==> config.mk <==
export PLATFORM = sky130hd
export DESIGN_NAME = adc_mode_calibration_control
export DESIGN_NICKNAME = d
export VERILOG_FILES = /design/src/verilog/adc_mode_pkg.sv /design/src/verilog/pin_sync.sv /design/src/verilog/cal_timer.sv /design/src/verilog/adc_mode_calibration_control.sv
export SDC_FILE = /design/constraint.sdc
export NUM_CORES = 1
export LEC_CHECK = 0
export ABC_AREA = 1
export BUFFER_PORTS_ARGS = -buffer_cell sky130_fd_sc_hd__clkbuf_2
export CORE_MARGIN = 1
export CORE_UTILIZATION = 30
export DETAILED_ROUTE_END_ITERATION = 12
export HOLD_SLACK_MARGIN = 0.03
export PLACE_DENSITY = 0.54
export SYNTH_ARGS = -nofsm -noshare
export SYNTH_HDL_FRONTEND = slang
export SYNTH_SLANG_ARGS = --single-unit
==> constraint.sdc <==
create_clock -name clk_sys -period 2.7 [get_ports clk_sys]
set_clock_uncertainty 0.15 [all_clocks]
set_input_delay 0.27 -clock clk_sys [delete_from_list [all_inputs] [get_ports clk_sys]]
set_output_delay 0.27 -clock clk_sys [all_outputs]
set_load 0.02 [all_outputs]
==> src/verilog/adc_mode_pkg.sv <==
// package: register map, mode codes, field positions and timing for mode control
package adc_mode_pkg;
  // register byte addresses (word index * 4)
  localparam logic [3:0] addr_config = 4'h0;
  localparam logic [3:0] addr_status = 4'h4;
  localparam logic [3:0] addr_irq_status = 4'h8;
  localparam logic [3:0] addr_irq_mask = 4'hC;
  localparam logic [3:0] addr_cal_result = 4'h0;
  // configuration field positions
  localparam int mode_hi = 15;
  localparam int mode_lo = 13;
  localparam int polarity_bit = 12;
  localparam int port_output_enable_bit = 11;
  localparam int port_value_bit1_pos = 10;
  localparam int port_value_bit0_pos = 9;
  localparam int channel_select_high_pos = 1;
  localparam int channel_select_low_pos = 0;
  localparam logic [15:0] config_reset = 16'h01B0;
  // status layout
  localparam int status_ready_n = 0;
  localparam int status_standby = 1;
  localparam int status_idle = 2;
  localparam int status_busy = 3;
  // interrupt status bits
  localparam int irq_cal_start = 0;
  localparam int irq_cal_done = 1;
  localparam int irq_width = 2;
  // mode codes
  localparam logic [2:0] mode_idle = 3'h0;
  localparam logic [2:0] mode_continuous = 3'h1;
  localparam logic [2:0] mode_single = 3'h2;
  localparam logic [2:0] mode_standby = 3'h3;
  localparam logic [2:0] mode_zero_self = 3'h4;
  localparam logic [2:0] mode_full_self = 3'h5;
  localparam logic [2:0] mode_zero_system = 3'h6;
  localparam logic [2:0] mode_full_system = 3'h7;
  // calibration duration
  localparam int cal_time_us = 100;
  localparam int clk_mhz = 40;
  localparam int cal_cycles = cal_time_us * clk_mhz;
  // controller states
  typedef enum logic [2:0] {
    st_idle = 3'b001,
    st_cal = 3'b010,
    st_run = 3'b100
  } ctrl_state_type;
endpackage

==> src/verilog/pin_sync.sv <==
// three-stage synchroniser with agreement filter for one pin
`timescale 1ns/1ps
module pin_sync (
  // clock and reset
  input wire logic clk_sys,
  input wire logic rst,
  // pin and filtered level
  input wire logic pin_in,
  output logic level
);
  logic [2:0] stage_reg;
  logic [2:0] stage_next;
  logic level_reg;
  logic level_next;

  always_comb begin
    stage_next = {stage_reg[1:0], pin_in};
    level_next = level_reg;
    // first stage feeds only the second
    if (stage_reg[1] == stage_reg[2]) begin
      level_next = stage_reg[2];
    end
  end

  always_ff @(posedge clk_sys) begin
    if (rst) begin
      stage_reg <= 3'h0;
      level_reg <= 1'b0;
    end else begin
      stage_reg <= stage_next;
      level_reg <= level_next;
    end
  end

  assign level = level_reg;
endmodule

==> src/verilog/cal_timer.sv <==
// calibration duration counter, at most one done pulse per start
`timescale 1ns/1ps
module cal_timer #(
  parameter int cycles = adc_mode_pkg::cal_cycles
) (
  // clock and reset
  input wire logic clk_sys,
  input wire logic rst,
  // control
  input wire logic start,
  input wire logic abort,
  output logic done
);
  logic [31:0] count_reg;
  logic [31:0] count_next;
  logic run_reg;
  logic run_next;
  logic done_reg;
  logic done_next;

  always_comb begin
    count_next = count_reg;
    run_next = run_reg;
    done_next = 1'b0;
    // a calibration written over a calibration restarts, never stalls
    if (start) begin
      run_next = 1'b1;
      count_next = 32'h0;
    end else if (abort) begin
      run_next = 1'b0;
    end else if (run_reg) begin
      if (count_reg == 32'(cycles - 1)) begin
        run_next = 1'b0;
        done_next = 1'b1;
      end else begin
        count_next = count_reg + 32'h1;
      end
    end
  end

  always_ff @(posedge clk_sys) begin
    if (rst) begin
      count_reg <= 32'h0;
      run_reg <= 1'b0;
      done_reg <= 1'b0;
    end else begin
      count_reg <= count_next;
      run_reg <= run_next;
      done_reg <= done_next;
    end
  end

  assign done = done_reg;
endmodule

==> src/verilog/adc_mode_calibration_control.sv <==
// mode register, calibration sequencing, coding select and port pins
`timescale 1ns/1ps
module adc_mode_calibration_control #(
  parameter int cal_cycles = adc_mode_pkg::cal_cycles
) (
  // clock and reset
  input wire logic clk_sys,
  input wire logic rst,
  // avalon-mm slave
  input wire logic [3:0] address,
  input wire logic read,
  input wire logic write,
  input wire logic [31:0] writedata,
  input wire logic [3:0] byteenable,
  output logic [31:0] readdata,
  output logic waitrequest,
  output logic irq,
  // external standby pin
  input wire logic standby_pin,
  // converter core control
  output logic power_down,
  output logic modulator_reset,
  output logic convert_enable,
  output logic [1:0] cal_channel,
  output logic cal_zero_input,
  output logic cal_full_input,
  output logic offset_update,
  output logic gain_update,
  output logic unipolar_coding,
  output logic ready_n,
  // shared second-channel pins
  output logic shared_pin_port_bit1_o,
  output logic shared_pin_port_bit1_oe,
  output logic shared_pin_port_bit0_o,
  output logic shared_pin_port_bit0_oe
);
  // ----------------------------------------
  // output word layout
  // ----------------------------------------
  // all core control and port pin outputs share one flop stage in out_reg
  localparam int ready_n_pos = 0;
  localparam int power_down_pos = 1;
  localparam int mod_reset_pos = 2;
  localparam int convert_pos = 3;
  localparam int chan_lo_pos = 4;
  localparam int chan_hi_pos = 5;
  localparam int zero_in_pos = 6;
  localparam int full_in_pos = 7;
  localparam int offset_upd_pos = 8;
  localparam int gain_upd_pos = 9;
  localparam int unipolar_pos = 10;
  localparam int port_oe_pos = 11;
  localparam int port_bit1_pos = 12;
  localparam int port_bit0_pos = 13;
  // modulator held in reset from the first cycle
  localparam logic [15:0] out_reset = 16'h0001 << mod_reset_pos;

  // ----------------------------------------
  // state
  // ----------------------------------------
  logic [15:0] config_reg;
  logic [15:0] config_next;
  adc_mode_pkg::ctrl_state_type state_reg;
  adc_mode_pkg::ctrl_state_type state_next;
  logic [2:0] cal_mode_reg;
  logic [2:0] cal_mode_next;
  logic [1:0] irq_status_reg;
  logic [1:0] irq_status_next;
  logic [1:0] irq_mask_reg;
  logic [1:0] irq_mask_next;
  logic [31:0] readdata_reg;
  logic [31:0] readdata_next;
  logic ack_reg;
  logic ack_next;
  logic waitrequest_reg;
  logic waitrequest_next;
  logic [15:0] out_reg;
  logic [15:0] out_next;
  logic irq_reg;
  logic irq_next;
  logic standby_level;
  logic cal_start;
  logic cal_done;
  logic bus_write;
  logic [2:0] mode_field;
  logic [2:0] new_mode;
  logic [15:0] written;
  logic [1:0] irq_set;

  pin_sync u_standby_sync (
    .clk_sys(clk_sys),
    .rst(rst),
    .pin_in(standby_pin),
    .level(standby_level)
  );

  cal_timer #(
    .cycles(cal_cycles)
  ) u_cal_timer (
    .clk_sys(clk_sys),
    .rst(rst),
    .start(cal_start),
    .abort(bus_write && (address == adc_mode_pkg::addr_config) && state_reg == adc_mode_pkg::st_cal),
    .done(cal_done)
  );

  // ----------------------------------------
  // bus and mode register
  // ----------------------------------------
  // one wait cycle per access keeps readdata registered
  assign bus_write = write && !ack_reg;
  assign mode_field = config_reg[adc_mode_pkg::mode_hi:adc_mode_pkg::mode_lo];

  always_comb begin
    written = config_reg;
    if (byteenable[0]) begin
      written[7:0] = writedata[7:0];
    end
    if (byteenable[1]) begin
      written[15:8] = writedata[15:8];
    end
    new_mode = written[adc_mode_pkg::mode_hi:adc_mode_pkg::mode_lo];
  end

  assign cal_start = bus_write && (address == adc_mode_pkg::addr_config) && new_mode[2];

  always_comb begin
    config_next = config_reg;
    state_next = state_reg;
    cal_mode_next = cal_mode_reg;
    irq_mask_next = irq_mask_reg;
    irq_set = 2'h0;
    ack_next = (read || write) && !ack_reg;
    // stall kept in its own flop so the port needs no inverter
    waitrequest_next = !ack_next;
    readdata_next = readdata_reg;
    if (cal_done && state_reg == adc_mode_pkg::st_cal) begin
      config_next[adc_mode_pkg::mode_hi:adc_mode_pkg::mode_lo] = adc_mode_pkg::mode_idle;
      state_next = adc_mode_pkg::st_idle;
      irq_set[adc_mode_pkg::irq_cal_done] = 1'b1;
    end
    if (bus_write) begin
      case (address)
        adc_mode_pkg::addr_config: begin
          // new mode replaces any mode in progress
          config_next = written;
          if (new_mode[2]) begin
            state_next = adc_mode_pkg::st_cal;
            cal_mode_next = new_mode;
            irq_set[adc_mode_pkg::irq_cal_start] = 1'b1;
          end else if (new_mode == adc_mode_pkg::mode_continuous ||
                       new_mode == adc_mode_pkg::mode_single) begin
            state_next = adc_mode_pkg::st_run;
          end else begin
            state_next = adc_mode_pkg::st_idle;
          end
        end
        adc_mode_pkg::addr_irq_mask: begin
          irq_mask_next = writedata[1:0];
        end
        default: begin
        end
      endcase
    end
    if (read && !ack_reg) begin
      case (address)
        adc_mode_pkg::addr_config: readdata_next = {16'h0, config_reg};
        adc_mode_pkg::addr_status: begin
          readdata_next = 32'h0;
          // ready and standby status bits mirror the output flops, idle and busy come from state_reg
          readdata_next[adc_mode_pkg::status_ready_n] = out_reg[ready_n_pos];
          readdata_next[adc_mode_pkg::status_standby] = out_reg[power_down_pos];
          readdata_next[adc_mode_pkg::status_idle] = state_reg == adc_mode_pkg::st_idle;
          readdata_next[adc_mode_pkg::status_busy] = state_reg == adc_mode_pkg::st_cal;
        end
        adc_mode_pkg::addr_irq_status: readdata_next = {30'h0, irq_status_reg};
        adc_mode_pkg::addr_irq_mask: readdata_next = {30'h0, irq_mask_reg};
        default: readdata_next = 32'h0;
      endcase
    end
    // set wins over write-one-to-clear
    irq_status_next = irq_status_reg;
    if (bus_write && address == adc_mode_pkg::addr_irq_status) begin
      irq_status_next = irq_status_reg & ~writedata[1:0];
    end
    irq_status_next = irq_status_next | irq_set;
    irq_next = |(irq_status_next & irq_mask_next);
  end

  // ----------------------------------------
  // derived core controls
  // ----------------------------------------
  always_comb begin
    out_next = 16'h0000;
    out_next[ready_n_pos] = state_next == adc_mode_pkg::st_cal;
    out_next[power_down_pos] = (config_next[adc_mode_pkg::mode_hi:adc_mode_pkg::mode_lo] ==
                                adc_mode_pkg::mode_standby) || standby_level;
    out_next[mod_reset_pos] = state_next == adc_mode_pkg::st_idle || out_next[power_down_pos];
    out_next[convert_pos] = state_next == adc_mode_pkg::st_run && !out_next[power_down_pos];
    out_next[chan_hi_pos] = config_next[adc_mode_pkg::channel_select_high_pos];
    out_next[chan_lo_pos] = config_next[adc_mode_pkg::channel_select_low_pos];
    out_next[zero_in_pos] = state_next == adc_mode_pkg::st_cal &&
                            cal_mode_next == adc_mode_pkg::mode_zero_self;
    out_next[full_in_pos] = state_next == adc_mode_pkg::st_cal &&
                            cal_mode_next == adc_mode_pkg::mode_full_self;
    // update pulses only from a timer end, never on abort
    if (cal_done && state_reg == adc_mode_pkg::st_cal) begin
      out_next[offset_upd_pos] = cal_mode_reg == adc_mode_pkg::mode_zero_self ||
                                 cal_mode_reg == adc_mode_pkg::mode_full_self ||
                                 cal_mode_reg == adc_mode_pkg::mode_zero_system;
      out_next[gain_upd_pos] = cal_mode_reg == adc_mode_pkg::mode_full_self ||
                               cal_mode_reg == adc_mode_pkg::mode_full_system;
    end
    out_next[unipolar_pos] = config_next[adc_mode_pkg::polarity_bit];
    out_next[port_oe_pos] = config_next[adc_mode_pkg::port_output_enable_bit];
    out_next[port_bit1_pos] = config_next[adc_mode_pkg::port_value_bit1_pos] &&
                              out_next[port_oe_pos];
    out_next[port_bit0_pos] = config_next[adc_mode_pkg::port_value_bit0_pos] &&
                              out_next[port_oe_pos];
  end

  // ----------------------------------------
  // registers
  // ----------------------------------------
  always_ff @(posedge clk_sys) begin
    if (rst) begin
      config_reg <= adc_mode_pkg::config_reset;
      state_reg <= adc_mode_pkg::st_idle;
      cal_mode_reg <= adc_mode_pkg::mode_idle;
      irq_status_reg <= 2'h0;
      irq_mask_reg <= 2'h0;
      readdata_reg <= 32'h0;
      ack_reg <= 1'b0;
      waitrequest_reg <= 1'b1;
      out_reg <= out_reset;
      irq_reg <= 1'b0;
    end else begin
      config_reg <= config_next;
      state_reg <= state_next;
      cal_mode_reg <= cal_mode_next;
      irq_status_reg <= irq_status_next;
      irq_mask_reg <= irq_mask_next;
      readdata_reg <= readdata_next;
      ack_reg <= ack_next;
      waitrequest_reg <= waitrequest_next;
      out_reg <= out_next;
      irq_reg <= irq_next;
    end
  end

  // ----------------------------------------
  // outputs
  // ----------------------------------------
  assign readdata = readdata_reg;
  assign waitrequest = waitrequest_reg;
  assign irq = irq_reg;
  assign ready_n = out_reg[ready_n_pos];
  assign power_down = out_reg[power_down_pos];
  assign modulator_reset = out_reg[mod_reset_pos];
  assign convert_enable = out_reg[convert_pos];
  assign cal_channel = {out_reg[chan_hi_pos], out_reg[chan_lo_pos]};
  assign cal_zero_input = out_reg[zero_in_pos];
  assign cal_full_input = out_reg[full_in_pos];
  assign offset_update = out_reg[offset_upd_pos];
  assign gain_update = out_reg[gain_upd_pos];
  assign unipolar_coding = out_reg[unipolar_pos];
  // one enable bit drives both shared pins
  assign shared_pin_port_bit1_oe = out_reg[port_oe_pos];
  assign shared_pin_port_bit0_oe = out_reg[port_oe_pos];
  assign shared_pin_port_bit1_o = out_reg[port_bit1_pos];
  assign shared_pin_port_bit0_o = out_reg[port_bit0_pos];
endmodule

# Word level (Yosys, flattened, before mapping)

Cells that the tools add are included.

Memories: 0
RAM bits: 0
Bits in read-only memories: 0
Bits in latches: 0
Bits of input ports: 45
Register bits after elaboration: 113

Bitwise gates (word level): 8
Shift-type cells: 0
Order comparisons: 0
Add/sub/neg operators: 1
Reduce and logical (&&, ||, !) cells: 31
Div/mod/pow operators: 0
Multipliers: 0
Multiplexer cells: 26
Eq/ne operators: 19

Operators by type and width:

| kind                                                               | count |
|---|---|
| 16-bit one-hot mux with 4 select lines                             | 1 |
| 32-bit by 1-bit adder with 32-bit output (second input constant)   | 1 |
| 32-bit by 12-bit == test with 1-bit output (second input constant) | 1 |
| 16-bit 2-to-1 mux                                                  | 2 |
| 3-bit 2-to-1 mux                                                   | 9 |
| 3-bit == test (second input constant)                              | 7 |
| 8-bit 2-to-1 mux                                                   | 2 |
| 1-bit logical AND                                                  | 13 |
| 3-bit by 2-bit == test with 1-bit output (second input constant)   | 4 |
| 3-bit by 1-bit == test with 1-bit output (second input constant)   | 3 |
| 1-bit 2-to-1 mux                                                   | 9 |
| 3-bit AND reduction                                                | 3 |
| 4-bit == test (second input constant)                              | 2 |
| 1-bit logical OR                                                   | 7 |
| 2-bit 2-to-1 mux                                                   | 3 |
| 2-bit OR reduction                                                 | 3 |
| 2-bit bitwise AND                                                  | 2 |
| 4-bit by 3-bit == test with 1-bit output (second input constant)   | 1 |
| 4-bit logical NOT                                                  | 1 |
| 1-bit inverter                                                     | 4 |
| 4-bit OR reduction                                                 | 1 |
| 1-bit logical NOT                                                  | 3 |
| 2-bit inverter                                                     | 1 |
| 2-bit bitwise OR                                                   | 1 |
| 1-bit == test                                                      | 1 |

# Logic depth before layout (Yosys ltp)

Word-level depth: 9
Gate-level depth with buffers: 11
Depth with buffers taken out: 10

# By module

From an unflattened synthesis, not the netlist that was laid out.

Cells, all modules: 763
Area, all modules: 5022.3 um2

Modules (own cells, without submodules):

| module                       | area each (um2) | times used | cells an instance | seq. area each (um2) |
|---|---|---|---|---|
| cal_timer                    | 2536.2          | 1          | 427               | 680.7 |
| adc_mode_calibration_control | 2364.8          | 1          | 323               | 1101.1 |
| pin_sync                     | 121.4           | 1          | 13                | 80.1 |

# Least setup slack after synthesis

OpenSTA, ideal clock, no wires.

Path type: register to register
From: register u_cal_timer.count_reg[0]
To: register u_cal_timer.count_reg[15]
Stages on the path, launching flop included: 12
Path buffers: 1
Period minus slack after synthesis: 1790 ps
Slack: 910 ps
Arrival time: 1521 ps
Library setup time: 120 ps
Cell sequence: dfxtp_1 > ha_1 > nand3_2 > inv_2 > nand2_1 > inv_1 > nand2_1 > nor2_1 > nor2_4 > buf_6 > nand2_1 > a21oi_1

Word-level cells in the longest chain between the ends: 3
Elaborated cells between the ends (all ways): 4
Those cells by class: 1 x add/sub; 1 x eq/ne; 1 x bitwise; 1 x reduce/logical

RTL lines:

| element                                                                          | RTL line        | text |
|---|---|---|
| from (decl)                                                                      | cal_timer.sv:14 | `logic [31:0] count_reg;` |
| from (signal assigned)                                                           | cal_timer.sv:47 | `count_reg <= count_next;` |
| branches (longest 3 deep; another with 32-bit by 1-bit adder with 32-bit output) | -               |  |

Several ways; the timed one is not identified.
A chain may end at the register's enable or synchronous reset.

# Final worst setup path

From: register u_cal_timer.count_reg[0]
To: register u_cal_timer.count_reg[22]

Same word-level chain as after synthesis.

==> insert_results.sql <==
INSERT INTO impl_metrics (metric_group, metric, value, unit) VALUES
('outcome', 'status', 'finished clean', ''),
('sta', 'timing.final.crit_share', '80.7', '%'),
('global_routing', 'grt_pass1_wl', '19200', 'um'),
('power_and_ir_drop', 'power.density_cell_area', '509', 'nW/um^2'),
('finish', 'layout_stage_area_growth_over_the_synthesis_result', '16.6', '%'),
('yosys', 'synth_edf_count', '0', ''),
('place', 'place_congestion', '0.829', ''),
('sta', 'report.final.setup_viol', '0', ''),
('routing', 'remaining_drc_errors', '0', ''),
('setup_path', 'critPathTopFamily', 'simple AND/OR/NAND/NOR gates', ''),
('sta', 'rsz0062_at_grt', 'no', ''),
('routing', 'dr_total_vias', '4413', ''),
('floorplan', 'placementRows', '45', ''),
('clock_tree', 'worst_setup_hold_path_clk_slew', '80', 'ps'),
('finish', 'largest_reg_flops', '32', ''),
('floorplan', 'io-pin-count', '94', ''),
('clock_tree', 'buffers_inserted_by_post_cts_timing_repair', '0', ''),
('global_routing', 'grt_max_degree', '35', ''),
('clock_tree', 'h-tree-depth', '3', ''),
('sta', 'clock.fmax', '459', 'MHz'),
('sta', 'fin_tns_setup', '0', 'ps'),
('routing', 'routed_wire_length_per_instance', '11.5', 'um'),
('global_routing', 'antenna_found_initial', '0', ''),
('sta', 'fin_crit', '2180', 'ps'),
('setup_path', 'cpMaxStageDelayCell', 'sky130_fd_sc_hd__dfxtp_1', ''),
('clock_tree', 'root_buffer', 'sky130_fd_sc_hd__clkbuf_16', ''),
('setup_path', 'cp_data_arrival_time', '2310', 'ps'),
('clock_tree', 'clock_insertion_delay_worst_skew', '360', 'ps'),
('yosys', 'per_instance_average_area_after_synthesis', '6.53', 'sq um'),
('floorplan', 'placeableCoreArea', '15300', 'sq um'),
('clock_tree', 'cts_made_buffers', '9', ''),
('sta', 'timing.final.max_slew_violations', '0', ''),
('clock_tree', 'max-clock-path-buffers', '2', ''),
('setup_path', 'worstPathBufferInverterCount', '1', ''),
('yosys', 'synth_top_area_cell', 'sky130_fd_sc_hd__dfxtp_1', ''),
('routing', 'drtAntennaViolNets', '0', ''),
('place', 'detailedPlacementHpwl', '8360', 'um'),
('setup_path', 'setup.reg_to_reg.worst_slack', '520', 'ps'),
('power_and_ir_drop', 'peakVddDrop', '0.000308', 'V'),
('setup_path', 'cp_common_cell', 'sky130_fd_sc_hd__nand2_1', ''),
('power_and_ir_drop', 'totalPowerFinal', '2.81', 'mW'),
('yosys', 'synth_top_cell_area_share', '39.4', '%'),
('routing', 'detail_route.first_pass.iterations', '4', ''),
('finish', 'nets', '831', ''),
('finish', 'layout-drive-gt1-share', '11.9', '%'),
('global_routing', 'grt_pass1_vias', '4100', ''),
('setup_path', 'critPathKind', 'flip-flop to flip-flop', ''),
('clock_tree', 'clock_sink_count', '93', ''),
('finish', 'antenna_cells', '0', ''),
('yosys', 'synth_seq_cells', '93', ''),
('setup_path', 'timing.critical_path.fanout_max', '33', ''),
('yosys', 'netlist-cell-type-count', '32', ''),
('floorplan', 'die_height', '128', 'um'),
('setup_path', 'critPathMaxStageDelay', '440', 'ps'),
('floorplan', 'initial_core_util', '30.9', '%'),
('yosys', 'postSynth.topFlopCell', 'sky130_fd_sc_hd__dfxtp_1', ''),
('yosys', 'synth-seq-area-share', '39.4', '%'),
('global_routing', 'grt_usage', '15.0', '%'),
('routing', 'drt_first_iter_violations', '190', ''),
('yosys', 'cells_after_synthesis', '724', ''),
('clock_tree', 'tritoncts', 'done', ''),
('place', 'placement.io_buffers', '59', ''),
('yosys', 'netlist_top_cells_area', 'sky130_fd_sc_hd__dfxtp_1 39%, sky130_fd_sc_hd__nand2_1 22%, sky130_fd_sc_hd__nor2_1 8.2%', ''),
('floorplan', 'dieArea', '16300', 'sq um'),
('yosys', 'yosys_warnings', '0', ''),
('sta', 'timing_hold_violations_final', '0', ''),
('run', 'maxCapViolations', '0', ''),
('setup_path', 'critPathRequiredTime', '2830', 'ps'),
('setup_path', 'worst_setup_path_start_kind', 'flip-flop', ''),
('yosys', 'netlist_area', '4730', 'sq um'),
('yosys', 'synth_async_sr_flop_share', '0', '%'),
('global_routing', 'global_route.overflow_total', '0', ''),
('setup_path', 'crit_chain', 'ha_1 > nand3_2 > inv_2 > nand2_1 > nor2_1 > nand2_1 > nand2_4 > nand2_1 > a21oi_1', ''),
('routing', 'routed_wirelength', '11500', 'um'),
('worst_hold_path', 'hold_path_class', 'input port to flip-flop', ''),
('floorplan', 'floorplan.die.width', '128', 'um'),
('power_and_ir_drop', 'power.leakage', '2.21', 'nW'),
('routing', 'vias_per_cell', '4.41', ''),
('setup_path', 'crit_path_end_kind', 'flip-flop', '');
-- kinds of logic after synthesis --
| group | Yosys count | synth area share (%) |
|---|---|---|
| flops | 93 | 39.4 |
| simple gates | 439 | 38.7 |
| buf+inv | 89 | 9.66 |
| other cells | 1 | 0.0793 |
| fa+ha+maj | 1 | 0.265 |
| compound gates | 92 | 10.2 |
| xor+xnor | 9 | 1.67 |
-- what timing repair did --
item,4_1_cts,5_1_grt
hold buffers,8,0
gates resized for setup,0,0
endpoints found under the hold margin,8,0
-- cell usage in the layout (no fill, tap or decap), drive strengths merged --
master,n
clkinvlp,1
xor2,5
nor4,4
a21oi,62
dfxtp,93
clkbuf,68
nand3,22
nand4,3
ha,1
and2,1
buf,4
clkinv,2
o21ai,24
nand3b,15
o21a,1
xnor2,4
nor3,5
dlygate4sd3,8
conb,16
nor2,108
o22ai,3
a211oi,2
inv,57
nor3b,1
nand2,280
-- cells in the mapped netlist, types with 2 or more instances --
master,count
sky130_fd_sc_hd__buf_4,19
sky130_fd_sc_hd__a211oi_1,2
sky130_fd_sc_hd__dfxtp_1,93
sky130_fd_sc_hd__nor3_1,5
sky130_fd_sc_hd__o22ai_1,3
sky130_fd_sc_hd__inv_1,51
sky130_fd_sc_hd__xor2_1,5
sky130_fd_sc_hd__nand3b_1,15
sky130_fd_sc_hd__nand2_1,276
sky130_fd_sc_hd__nand2_2,3
sky130_fd_sc_hd__xnor2_1,4
sky130_fd_sc_hd__buf_6,6
sky130_fd_sc_hd__nand3_1,20
sky130_fd_sc_hd__nor2_4,5
sky130_fd_sc_hd__clkbuf_1,6
sky130_fd_sc_hd__o21ai_0,22
sky130_fd_sc_hd__nor2_1,103
sky130_fd_sc_hd__nand4_1,3
sky130_fd_sc_hd__buf_2,5
sky130_fd_sc_hd__inv_2,2
sky130_fd_sc_hd__nor4_1,4
sky130_fd_sc_hd__a21oi_1,62
-- cell type report --
class	count	area (sq um)
multi-input cells	557	2470
repair buffers	71	418
fillers	1741	9800
flip-flops and latches	93	1860
clock inverters	7	75.1
clock buffers	9	225
inverters	53	199
well taps	211	264
-- final timing paths --
check / start / endpoint / depth (start not counted)
max: u_cal_timer.count_reg[0]$_SDFFE_PP0P_ / u_cal_timer.count_reg[22]$_SDFFE_PP0P_ / 9
min: writedata[10] / config_reg[10]$_SDFF_PP0_ / 3
min reg2reg: u_standby_sync.stage_reg[0]$_SDFF_PP0_ / u_standby_sync.stage_reg[1]$_SDFF_PP0_ / 2
max reg2reg: u_cal_timer.count_reg[0]$_SDFFE_PP0P_ / u_cal_timer.count_reg[22]$_SDFFE_PP0P_ / 9
-- per-layer routing --
metal | up-vias | track usage (%) | share of wire, %
met5 | - | 0 | 0
met4 | 0 | 5.67 | 1.6
met3 | 11 | 3.43 | 4.3
met2 | 74 | 24.3 | 44
met1 | 1955 | 19.4 | 50
li1 | 2373 | - | -
-- worst reg2reg max path: stages, from the launching register on --
cell                      delay [ps]
sky130_fd_sc_hd__dfxtp_1         440
sky130_fd_sc_hd__ha_1            360
sky130_fd_sc_hd__nand3_2         200
sky130_fd_sc_hd__inv_2           130
sky130_fd_sc_hd__nand2_1          70
sky130_fd_sc_hd__nor2_1          120
sky130_fd_sc_hd__nand2_1          90
sky130_fd_sc_hd__nand2_4         310
sky130_fd_sc_hd__nand2_1          90
sky130_fd_sc_hd__a21oi_1         160
-- where the power goes --
part	switching (mW)	internal, mW
clock	0.616	0.657
combinational	0.104	0.0438
sequential	0.00484	1.38
total	0.725	2.08
-- through the flow --
step	area, sq um	hold WS (ps)	setup slack (ps)	std cells	util (%)
2_1_floorplan	4780	204	910	739	-
3_3_place_gp	5130	244	553	977	33.5
3_5_place_dp	5130	245	506	977	33.5
4_1_cts	5520	38.5	482	1001	36.0
5_1_grt	5520	64.5	256	1001	36.0
6_report	5520	44.7	522	1001	36.0
(Power assumes the default switching activity.)
